**config.mk**
```make
export PLATFORM = sky130hd
export DESIGN_NAME = keypad_scan_config
export DESIGN_NICKNAME = d
export VERILOG_FILES = /design/src/hw/keypad_scan_pkg.sv /design/src/hw/row_pulse_timer.sv /design/src/hw/keypad_scan_config.sv
export VERILOG_INCLUDE_DIRS = /design/src /design/src/hw
export SDC_FILE = /design/constraint.sdc
export NUM_CORES = 1
export LEC_CHECK = 0
export BUFFER_PORTS_ARGS = -buffer_cell sky130_fd_sc_hd__buf_2
export CORE_MARGIN = 2
export CORE_UTILIZATION = 45
export DETAILED_ROUTE_END_ITERATION = 8
export PLACE_DENSITY = 0.71
export SLEW_MARGIN = 20
export SYNTH_ARGS = -nofsm -noshare
export SYNTH_HDL_FRONTEND = slang
export SYNTH_SLANG_ARGS = --single-unit
```
**constraint.sdc**
```tcl
create_clock -name clk -period 8.31 [get_ports clk]
set_clock_uncertainty 0.05 [all_clocks]
set_input_delay 1.2465 -clock clk [delete_from_list [all_inputs] [get_ports clk]]
set_output_delay 1.2465 -clock clk [all_outputs]
set_load 0.01 [all_outputs]
```
**src/hw/keypad_scan_consts.svh**
```systemverilog
// Purpose: offsets, field positions, reset values and timing counts of the keypad scan configuration
// Assumes: byte offsets of the register map are used as indices; byte address is four times the index
// Notes:   definitions only
`ifndef KEYPAD_SCAN_CONSTS_SVH
`define KEYPAD_SCAN_CONSTS_SVH

`define ROW_TIMING_IDX        8'h61
`define ROW_ENABLE_IDX        8'h62
`define SCAN_CTRL_HI_IDX      8'h63
`define SCAN_CTRL_LO_IDX      8'h64
`define IRQ_STATUS_IDX        8'h70
`define IRQ_ENABLE_IDX        8'h71
`define IRQ_CLEAR_IDX         8'h72
`define SCAN_STATUS_IDX       8'h73

`define PW_SEL_MSB            7
`define PW_SEL_LSB            6
`define WAKE_EN_BIT           5
`define SCAN_COUNT_MSB        7
`define SCAN_COUNT_LSB        4
`define DEDICATED_MSB         3
`define SCAN_START_BIT        0
`define DEBOUNCE_MSB          7
`define DEBOUNCE_LSB          1

`define ROW_TIMING_RESET      8'hc0
`define ROW_ENABLE_RESET      8'h00
`define SCAN_CTRL_HI_RESET    8'h00
`define SCAN_CTRL_LO_RESET    8'h00
`define ROW_TIMING_WMASK      8'he0

`define PW_CODE_1X            2'h0
`define PW_CODE_16X           2'h1
`define PW_CODE_64X           2'h2
`define PW_CODE_128X          2'h3
`define PW_CYCLES_1X          8'd1
`define PW_CYCLES_16X         8'd16
`define PW_CYCLES_64X         8'd64
`define PW_CYCLES_128X        8'd128

`define CLK_HZ                25000000
`define DEBOUNCE_STEP_US      1000
`define DEBOUNCE_STEP_CYCLES  ((`CLK_HZ / 1000000) * `DEBOUNCE_STEP_US)

`define IRQ_ROW_DONE_BIT      0
`define IRQ_CYCLE_DONE_BIT    1
`define IRQ_WAKE_BIT          2
`define IRQ_WIDTH             3

`endif

```
**src/hw/keypad_scan_pkg.sv**
```systemverilog
// Purpose: shared types of the keypad scan configuration block
// Assumes: none
// Notes:   constants live in keypad_scan_consts.svh
package keypad_scan_pkg;

  typedef enum logic [2:0]
  {
    SCAN_IDLE  = 3'b001,
    SCAN_PULSE = 3'b010,
    SCAN_NEXT  = 3'b100
  } scan_state_type;

  typedef struct packed
  {
    logic [1:0] pulse_width_sel;
    logic       hibernate_wake_enable;
    logic [7:0] row_enable;
    logic [3:0] scan_count;
    logic [3:0] dedicated_column_select;
    logic [6:0] debounce_time;
    logic       scan_start;
  } scan_cfg_type;

  typedef struct packed
  {
    logic       scanning;
    logic [2:0] row_index;
    logic [3:0] cycles_done;
    logic       confirm;
  } scan_stat_type;

endpackage

```
**src/hw/row_pulse_timer.sv**
```systemverilog
// Purpose: measures the width of one row pulse
// Assumes: sleep_tick is a one-cycle pulse per period of the 32 kHz clock
// Notes:   in sleep the pulse lasts from start to the next sleep tick
`timescale 1ns/1ps
`include "keypad_scan_consts.svh"
module row_pulse_timer
  import keypad_scan_pkg::*;
(
  input  wire logic       clk,
  input  wire logic       rst,
  input  wire logic       start,
  input  wire logic       sleep_mode,
  input  wire logic       sleep_tick,
  input  wire logic [1:0] pulse_width_sel,
  output logic            done
);

  logic [7:0] count_reg;
  logic [7:0] count_next;
  logic       active_reg;
  logic       active_next;
  logic [7:0] width_cycles;
  logic       normal_end;
  logic       sleep_end;

  // width code decode
  assign width_cycles = (pulse_width_sel == `PW_CODE_1X)  ? `PW_CYCLES_1X  :
                        (pulse_width_sel == `PW_CODE_16X) ? `PW_CYCLES_16X :
                        (pulse_width_sel == `PW_CODE_64X) ? `PW_CYCLES_64X : `PW_CYCLES_128X;

  assign normal_end  = active_reg && !sleep_mode && (count_reg + 8'd1 >= width_cycles);
  // sleep uses one 32 kHz period
  assign sleep_end   = active_reg && sleep_mode && sleep_tick;
  assign done        = normal_end || sleep_end;
  assign active_next = start ? 1'b1 : (done ? 1'b0 : active_reg);
  assign count_next  = (start || !active_reg) ? 8'd0 : count_reg + 8'd1;

  always_ff @(posedge clk)
  begin
    if (rst)
    begin
      count_reg  <= 8'h00;
      active_reg <= 1'b0;
    end
    else
    begin
      count_reg  <= count_next;
      active_reg <= active_next;
    end
  end

endmodule

```
**src/hw/keypad_scan_config.sv**
```systemverilog
// Purpose: register file and row scan sequencer of a keypad matrix scanner, AHB-Lite slave
// Assumes: single word transfers; zero wait states; sleep and hibernate levels come from power control
// Notes:   row pins are open-drain style, low while driven, released and pulled up otherwise
// Contract
// Width code 00/01/10/11 holds a row 1/16/64/128 clocks; default 11.
// In sleep each row pulse lasts one 32 kHz period, ignoring the code.
// Each row enable bit includes its row in scanning; all cleared at reset.
// Scan count nibble sets cycles elapsed before key data is confirmed.
// Low four control bits turn columns 0-3 into dedicated keys; reset clear.
// Wake enable bit 5 lets a key press wake from hibernate; reset clear.
// Enabled rows are driven low one at a time; others released.
// Start bit begins scanning when one and stops it when zero.
// Bits 7:1 hold debounce time before a press is accepted.
`timescale 1ns/1ps
`include "keypad_scan_consts.svh"
module keypad_scan_config
  import keypad_scan_pkg::*;
(
  input  wire logic        clk,
  input  wire logic        rst,
  input  wire logic        hsel,
  input  wire logic [31:0] haddr,
  input  wire logic [1:0]  htrans,
  input  wire logic        hwrite,
  input  wire logic [2:0]  hsize,
  input  wire logic [31:0] hwdata,
  input  wire logic        hready,
  output logic             hreadyout,
  output logic             hresp,
  output logic [31:0]      hrdata,
  input  wire logic        sleep_mode,
  input  wire logic        sleep_tick,
  input  wire logic        hibernate,
  input  wire logic        key_sense,
  output logic [7:0]       row_out,
  output logic [7:0]       row_oe,
  output logic [3:0]       dedicated_column_select,
  output logic [6:0]       debounce_time,
  output logic             confirm_key,
  output logic             wake_request,
  output logic             irq
);

  logic [7:0]          row_timing_reg;
  logic [7:0]          row_enable_reg;
  logic [7:0]          ctrl_hi_reg;
  logic [7:0]          ctrl_lo_reg;
  logic [`IRQ_WIDTH-1:0] irq_status_reg;
  logic [`IRQ_WIDTH-1:0] irq_enable_reg;
  logic                wr_pend_reg;
  logic [7:0]          wr_idx_reg;
  logic [31:0]         hrdata_reg;
  scan_cfg_type        cfg;
  scan_stat_type       stat;
  scan_state_type      state_reg;
  scan_state_type      state_next;
  logic [2:0]          row_reg;
  logic [2:0]          row_next;
  logic [2:0]          first_row;
  logic [3:0]          cycle_reg;
  logic [3:0]          cycle_next;
  logic                confirm_reg;
  logic                wake_reg;
  logic                pulse_start;
  logic                pulse_done;
  logic                addr_phase;
  logic [7:0]          addr_idx;
  logic                rd_take;
  logic                wr_hit;
  logic [31:0]         rd_value;
  logic                last_row;
  logic                cycle_end;
  logic                row_done_evt;
  logic                wake_evt;
  logic [`IRQ_WIDTH-1:0] irq_events;
  logic [`IRQ_WIDTH-1:0] irq_clear;
  logic [7:0]          wdata_byte;

  function automatic logic [2:0] next_enabled_row(input logic [7:0] enables, input logic [2:0] from);
    logic [2:0] idx;
    logic [2:0] found;
    logic       hit;
    found = from;
    hit   = 1'b0;
    for (int i = 1; i <= 8; i++)
    begin
      idx = 3'(from + 3'(i));
      if (!hit && enables[idx])
      begin
        found = idx;
        hit   = 1'b1;
      end
    end
    return found;
  endfunction

  // Bus decode; one-word registers at four times the index
  assign addr_phase = hsel && hready && htrans[1];
  assign addr_idx   = haddr[9:2];
  assign rd_take    = addr_phase && !hwrite;
  assign wr_hit     = wr_pend_reg;
  assign wdata_byte = hwdata[7:0];
  assign hreadyout  = 1'b1;
  assign hresp      = 1'b0;
  assign hrdata     = hrdata_reg;

  assign cfg.pulse_width_sel         = row_timing_reg[`PW_SEL_MSB:`PW_SEL_LSB];
  assign cfg.hibernate_wake_enable   = row_timing_reg[`WAKE_EN_BIT];
  assign cfg.row_enable              = row_enable_reg;
  assign cfg.scan_count              = ctrl_hi_reg[`SCAN_COUNT_MSB:`SCAN_COUNT_LSB];
  assign cfg.dedicated_column_select = ctrl_hi_reg[`DEDICATED_MSB:0];
  assign cfg.debounce_time           = ctrl_lo_reg[`DEBOUNCE_MSB:`DEBOUNCE_LSB];
  assign cfg.scan_start              = ctrl_lo_reg[`SCAN_START_BIT];

  assign stat.scanning    = (state_reg != SCAN_IDLE);
  assign stat.row_index   = row_reg;
  assign stat.cycles_done = cycle_reg;
  assign stat.confirm     = confirm_reg;

  assign rd_value = (addr_idx == `ROW_TIMING_IDX)   ? {24'h000000, row_timing_reg} :
                    (addr_idx == `ROW_ENABLE_IDX)   ? {24'h000000, row_enable_reg} :
                    (addr_idx == `SCAN_CTRL_HI_IDX) ? {24'h000000, ctrl_hi_reg} :
                    (addr_idx == `SCAN_CTRL_LO_IDX) ? {24'h000000, ctrl_lo_reg} :
                    (addr_idx == `IRQ_STATUS_IDX)   ? {29'h00000000, irq_status_reg} :
                    (addr_idx == `IRQ_ENABLE_IDX)   ? {29'h00000000, irq_enable_reg} :
                    (addr_idx == `SCAN_STATUS_IDX)  ? {23'h000000, stat} : 32'h00000000;

  // dedicated columns handed to the column logic
  assign dedicated_column_select = cfg.dedicated_column_select;
  // debounce time handed to the debounce stage
  assign debounce_time = cfg.debounce_time;
  assign confirm_key   = confirm_reg;
  assign wake_request  = wake_reg;

  // one enabled row low, all others released
  assign row_out = 8'h00;
  assign row_oe  = (state_reg == SCAN_PULSE) ? (8'h01 << row_reg) : 8'h00;

  // rows with a clear enable are skipped
  assign row_next  = next_enabled_row(cfg.row_enable, row_reg);
  // Searching on from row 7 wraps to row 0, so idle loads the lowest enabled row first
  assign first_row = next_enabled_row(cfg.row_enable, 3'h7);
  assign last_row  = (row_next <= row_reg);
  assign cycle_end = (state_reg == SCAN_NEXT) && last_row;
  assign pulse_start = ((state_reg == SCAN_IDLE) && cfg.scan_start && (cfg.row_enable != 8'h00)) ||
                       ((state_reg == SCAN_NEXT) && cfg.scan_start && (cfg.row_enable != 8'h00));

  always_comb
  begin
    state_next = state_reg;
    unique case (state_reg)
      SCAN_IDLE:
      begin
        // start bit launches scanning
        if (pulse_start)
          state_next = SCAN_PULSE;
      end
      SCAN_PULSE:
      begin
        if (!cfg.scan_start)
          state_next = SCAN_IDLE;
        else if (pulse_done)
          state_next = SCAN_NEXT;
      end
      SCAN_NEXT:
      begin
        // clearing the start bit stops scanning
        state_next = pulse_start ? SCAN_PULSE : SCAN_IDLE;
      end
    endcase
  end

  // count whole cycles up to the programmed figure
  assign cycle_next = (state_reg == SCAN_IDLE) ? 4'h0 :
                      (cycle_end && (cycle_reg >= cfg.scan_count)) ? 4'h0 :
                      cycle_end ? 4'(cycle_reg + 4'h1) : cycle_reg;

  assign row_done_evt = (state_reg == SCAN_PULSE) && pulse_done;
  // wake only while enabled
  assign wake_evt   = hibernate && key_sense && cfg.hibernate_wake_enable;
  assign irq_events = {wake_evt, confirm_reg, row_done_evt};
  assign irq_clear  = (wr_hit && (wr_idx_reg == `IRQ_CLEAR_IDX)) ? wdata_byte[`IRQ_WIDTH-1:0] : '0;
  assign irq        = |(irq_status_reg & irq_enable_reg);

  row_pulse_timer u_timer
  (
    .clk             (clk),
    .rst             (rst),
    .start           (pulse_start),
    .sleep_mode      (sleep_mode),
    .sleep_tick      (sleep_tick),
    .pulse_width_sel (cfg.pulse_width_sel),
    .done            (pulse_done)
  );

  always_ff @(posedge clk)
  begin
    if (rst)
    begin
      wr_pend_reg <= 1'b0;
      wr_idx_reg  <= 8'h00;
      hrdata_reg  <= 32'h00000000;
    end
    else
    begin
      wr_pend_reg <= addr_phase && hwrite;
      wr_idx_reg  <= addr_idx;
      if (rd_take)
        hrdata_reg <= rd_value;
    end
  end

  // Register writes land in the data phase
  always_ff @(posedge clk)
  begin
    if (rst)
    begin
      // default width code 11; wake clear
      row_timing_reg <= `ROW_TIMING_RESET;
      // all rows off
      row_enable_reg <= `ROW_ENABLE_RESET;
      // dedicated keys clear
      ctrl_hi_reg    <= `SCAN_CTRL_HI_RESET;
      ctrl_lo_reg    <= `SCAN_CTRL_LO_RESET;
      irq_enable_reg <= '0;
    end
    else if (wr_hit)
    begin
      if (wr_idx_reg == `ROW_TIMING_IDX)
        row_timing_reg <= wdata_byte & `ROW_TIMING_WMASK;
      if (wr_idx_reg == `ROW_ENABLE_IDX)
        row_enable_reg <= wdata_byte;
      if (wr_idx_reg == `SCAN_CTRL_HI_IDX)
        ctrl_hi_reg <= wdata_byte;
      if (wr_idx_reg == `SCAN_CTRL_LO_IDX)
        ctrl_lo_reg <= wdata_byte;
      if (wr_idx_reg == `IRQ_ENABLE_IDX)
        irq_enable_reg <= wdata_byte[`IRQ_WIDTH-1:0];
    end
  end

  always_ff @(posedge clk)
  begin
    if (rst)
    begin
      state_reg      <= SCAN_IDLE;
      row_reg        <= 3'h0;
      cycle_reg      <= 4'h0;
      confirm_reg    <= 1'b0;
      wake_reg       <= 1'b0;
      irq_status_reg <= '0;
    end
    else
    begin
      state_reg      <= state_next;
      row_reg        <= (state_reg == SCAN_IDLE) ? first_row :
                        (state_reg == SCAN_NEXT) ? row_next : row_reg;
      cycle_reg      <= cycle_next;
      // confirm pulse after the programmed cycle count
      confirm_reg    <= cycle_end && (cycle_reg >= cfg.scan_count);
      wake_reg       <= wake_evt;
      // Set beats clear when both land together
      irq_status_reg <= (irq_status_reg & ~irq_clear) | irq_events;
    end
  end

endmodule

```
==> flow_metrics.py <==
metrics = {
    "run_status": {
        "status": "finished, final reports clean",
    },
    "clocking": {
        "cts-root-buf": "clkbuf_8",
        "hold_buffers": 0,
        "clk_latency_ns": 0.33,
        "cts_setup_buffers": 0,
        "cts.sink_count": 72,
        "cts_buffers": 9,
        "clk_path_buf_depth": 2,
        "cts_tree": "built",
        "clk_pin_slew_ns": 0.07,
        "htree_levels": 3,
        "ctsResizeCount": 0,
    },
    "floorplanning": {
        "core_um2": 10300,
        "start_util": 0.462,
        "ios": 142,
        "num_rows": 37,
        "die_x_um": 107,
        "die_area_um2": 11400,
        "chipHeight_um": 107,
    },
    "critical_path": {
        "max_stage_delay_ns": 0.95,
        "worstSetupStartpointType": "flop",
        "cp_top_family": "compound AO/OA/AOI/OAI gates",
        "rrSetupSlack_ns": 2.69,
        "crit_fanout": 20,
        "crit_buf_inv": 1,
        "criticalPathCategory": "flop to flop",
        "crit_required_ns": 8.49,
        "crit_slowest_cell": "dfxtp_1",
        "cp_cell_sequence": "inv_1, ha_1, mux4_2, mux2_4, a2111oi_1, o221ai_1, and2_1, ha_1, nor2b_1, o21ai_0, nand2b_1, a21oi_1, nor2b_1, or3_1, nor2_1",
        "endpoint_kind": "flop",
        "cp.arrival_ns": 5.80,
    },
    "sta": {
        "worst_slew_pin_slew_ns": 0.967,
        "setup_ws_ns": 2.69,
        "fin_crit_sh": 0.676,
        "rsz0062_at_grt": "false",
        "clock.fmax_mhz": 178,
        "setup_viol": 0,
        "slew_viol_final": 0,
        "finalHoldViolations": 0,
        "finalCriticalPeriod_ns": 5.62,
        "hold_slack_ns": 0.439,
        "relSlewSlack": 0.355,
        "tns_ns": 0,
    },
    "layout": {
        "multi_input_area_um2": 2910,
        "register_area_um2": 1440,
        "design_area_um2": 5040,
        "largest_register_ffs": 9,
        "fillers": 996,
        "final_util": 0.490,
        "layout.nets": 648,
        "antennaDiodeCount": 0,
        "layout-drive-gt1-share": 0.183,
        "syn_to_final_growth_pct": 6.20,
    },
    "yosys": {
        "synth.distinct_cells": 69,
        "synth_edf_count": 0,
        "ys_seq_elements": 72,
        "postSynthAreaPerCell_um2": 9.10,
        "yosysSeqAreaShare": 0.304,
        "synth_cells": 521,
        "synthArstFlopShare": 0,
        "ys_warn_count": 0,
        "netlist_area_um2": 4740,
        "synthFlopType": "dfxtp_1",
    },
    "place": {
        "finalWeightedCongestion": 0.858,
        "placed_cell_area_um2": 4850,
        "dp_slack_ns": 2.66,
        "hpwlAfterDp_mm": 8.01,
        "port_buffers": 56,
    },
    "detailed_routing": {
        "drc": 0,
        "totalWireLength_mm": 10.7,
        "wl_per_cell_um": 15.5,
        "dr.pass1.iters": 6,
        "drt-initial-drc-count": 221,
        "vias": 3850,
        "ant_nets": 0,
        "via_per_inst": 5.59,
    },
    "global_routing": {
        "grt_pass1_wl_mm": 17.1,
        "antenna_found_initial": 0,
        "grt_max_degree": 55,
        "grtUsageTotal": 0.188,
        "overflow": 0,
        "first_global_vias": 3436,
    },
    "pwr": {
        "powerDensity_nw_per_um2": 146,
        "ir_worst_vdd_v": 0.0000996,
        "leakagePower_nw": 2.31,
    },
    "run": {
        "drv_cap": 0,
    },
    "min_path": {
        "worstHoldPathType": "flop to flop",
    },
}
## worst register-to-register path: cells and delay by family, from the launching register on
family / cells / cell delay (ns)
buffers and inverters: 1 / 0.40
AND/OR/NAND/NOR: 6 / 0.91
multiplexers: 2 / 0.93
AO/OA/AOI/OAI: 4 / 1.25
adder cells (fa/ha/maj): 2 / 1.04
flip-flops: 1 / 0.95
## Yosys cell counts, types with 2 or more instances
| library cell | instances | area (um^2) |
|---|---|---|
| a211oi_1 | 3 | 22.5 |
| a21o_1 | 3 | 22.5 |
| a21oi_1 | 17 | 85.1 |
| a222oi_1 | 9 | 90.1 |
| a22o_1 | 4 | 35.0 |
| a22oi_1 | 3 | 22.5 |
| a31o_2 | 2 | 17.5 |
| and2_1 | 9 | 56.3 |
| and3_1 | 19 | 119 |
| and4_1 | 2 | 17.5 |
| buf_2 | 7 | 35.0 |
| buf_4 | 45 | 338 |
| buf_6 | 3 | 33.8 |
| clkbuf_1 | 15 | 56.3 |
| conb_1 | 2 | 7.51 |
| dfxtp_1 | 72 | 1440 |
| ha_1 | 21 | 263 |
| inv_1 | 11 | 41.3 |
| mux2_2 | 10 | 113 |
| mux2i_1 | 39 | 390 |
| mux4_1 | 5 | 131 |
| mux4_2 | 10 | 225 |
| nand2_1 | 31 | 116 |
| nand2b_1 | 11 | 68.8 |
| nand3_1 | 12 | 60.1 |
| nand4_1 | 3 | 18.8 |
| nand4b_1 | 2 | 17.5 |
| nor2_1 | 66 | 248 |
| nor2b_1 | 13 | 81.3 |
| nor3_1 | 6 | 30.0 |
| nor3b_1 | 5 | 37.5 |
| nor4_1 | 3 | 18.8 |
| o21ai_0 | 7 | 35.0 |
| o221ai_1 | 2 | 17.5 |
| o311ai_1 | 2 | 17.5 |
| o31ai_1 | 2 | 15.0 |
| or3_1 | 2 | 12.5 |
| xnor2_1 | 7 | 61.3 |
| xor2_1 | 6 | 52.6 |
## cell type report
class / count / share of cell area
clock inverters: 3 / 0.00845
flip-flops and latches: 72 / 0.286
repair buffers: 57 / 0.0571
multi-input cells: 397 / 0.577
clock buffers: 12 / 0.0288
inverters: 12 / 0.00894
well taps: 136 / 0.0338
## worst paths after layout
kind	startpoint	to	cells after the start
max	row_reg[0]	cycle_reg[3]	15
min	u_timer.active_reg	state_reg[1]	1
max reg2reg	row_reg[0]	cycle_reg[3]	15
min reg2reg	u_timer.active_reg	state_reg[1]	1
## layer usage
metal / up-vias / GRT usage / part of all wire
met1: 1827 / 0.249 / 0.46
met3: 14 / 0.0383 / 0.066
met5: - / 0 / 0
met2: 163 / 0.308 / 0.46
li1: 1846 / - / -
met4: 0 / 0.0584 / 0.014
## power breakdown
part           switching [mW]  internal, mW
Clock                   0.122         0.145
Combinational          0.0586        0.0426
Sequential             0.0168         0.351
Total                   0.197         0.538
## through the flow
| step | cells | power, mW |
|---|---|---|
| final | 689 | 0.736 |
| after global routing | 689 | 0.771 |
| after CTS | 689 | 0.743 |
| after detailed placement | 674 | 0.477 |
| after global placement | 674 | 0.473 |
| after floorplan | 552 | 0.465 |
## placed cells by master, fill, tap and decap left out, types with 11 or more instances in the layout
cell type / Yosys / routed
a21oi_1: 17 / 17
and3_1: 19 / 19
buf_2: 7 / 56
conb_1: 2 / 33
dfxtp_1: 72 / 72
ha_1: 21 / 21
inv_1: 11 / 11
mux2i_1: 39 / 39
nand2_1: 31 / 31
nand2b_1: 11 / 11
nand3_1: 12 / 12
nor2_1: 66 / 66
nor2b_1: 13 / 13
## kinds of logic after synthesis
family                     synth area share
and+or+nand+nor                       0.211
buffers and inverters                 0.108
DFF                                   0.304
AOI/OAI and AO/OA                     0.112
muxes                                 0.184
adders and majority gates            0.0554
xor gates and xnor gates             0.0240
other                               0.00158
No activity file was read; power rests on OpenSTA's default activity.
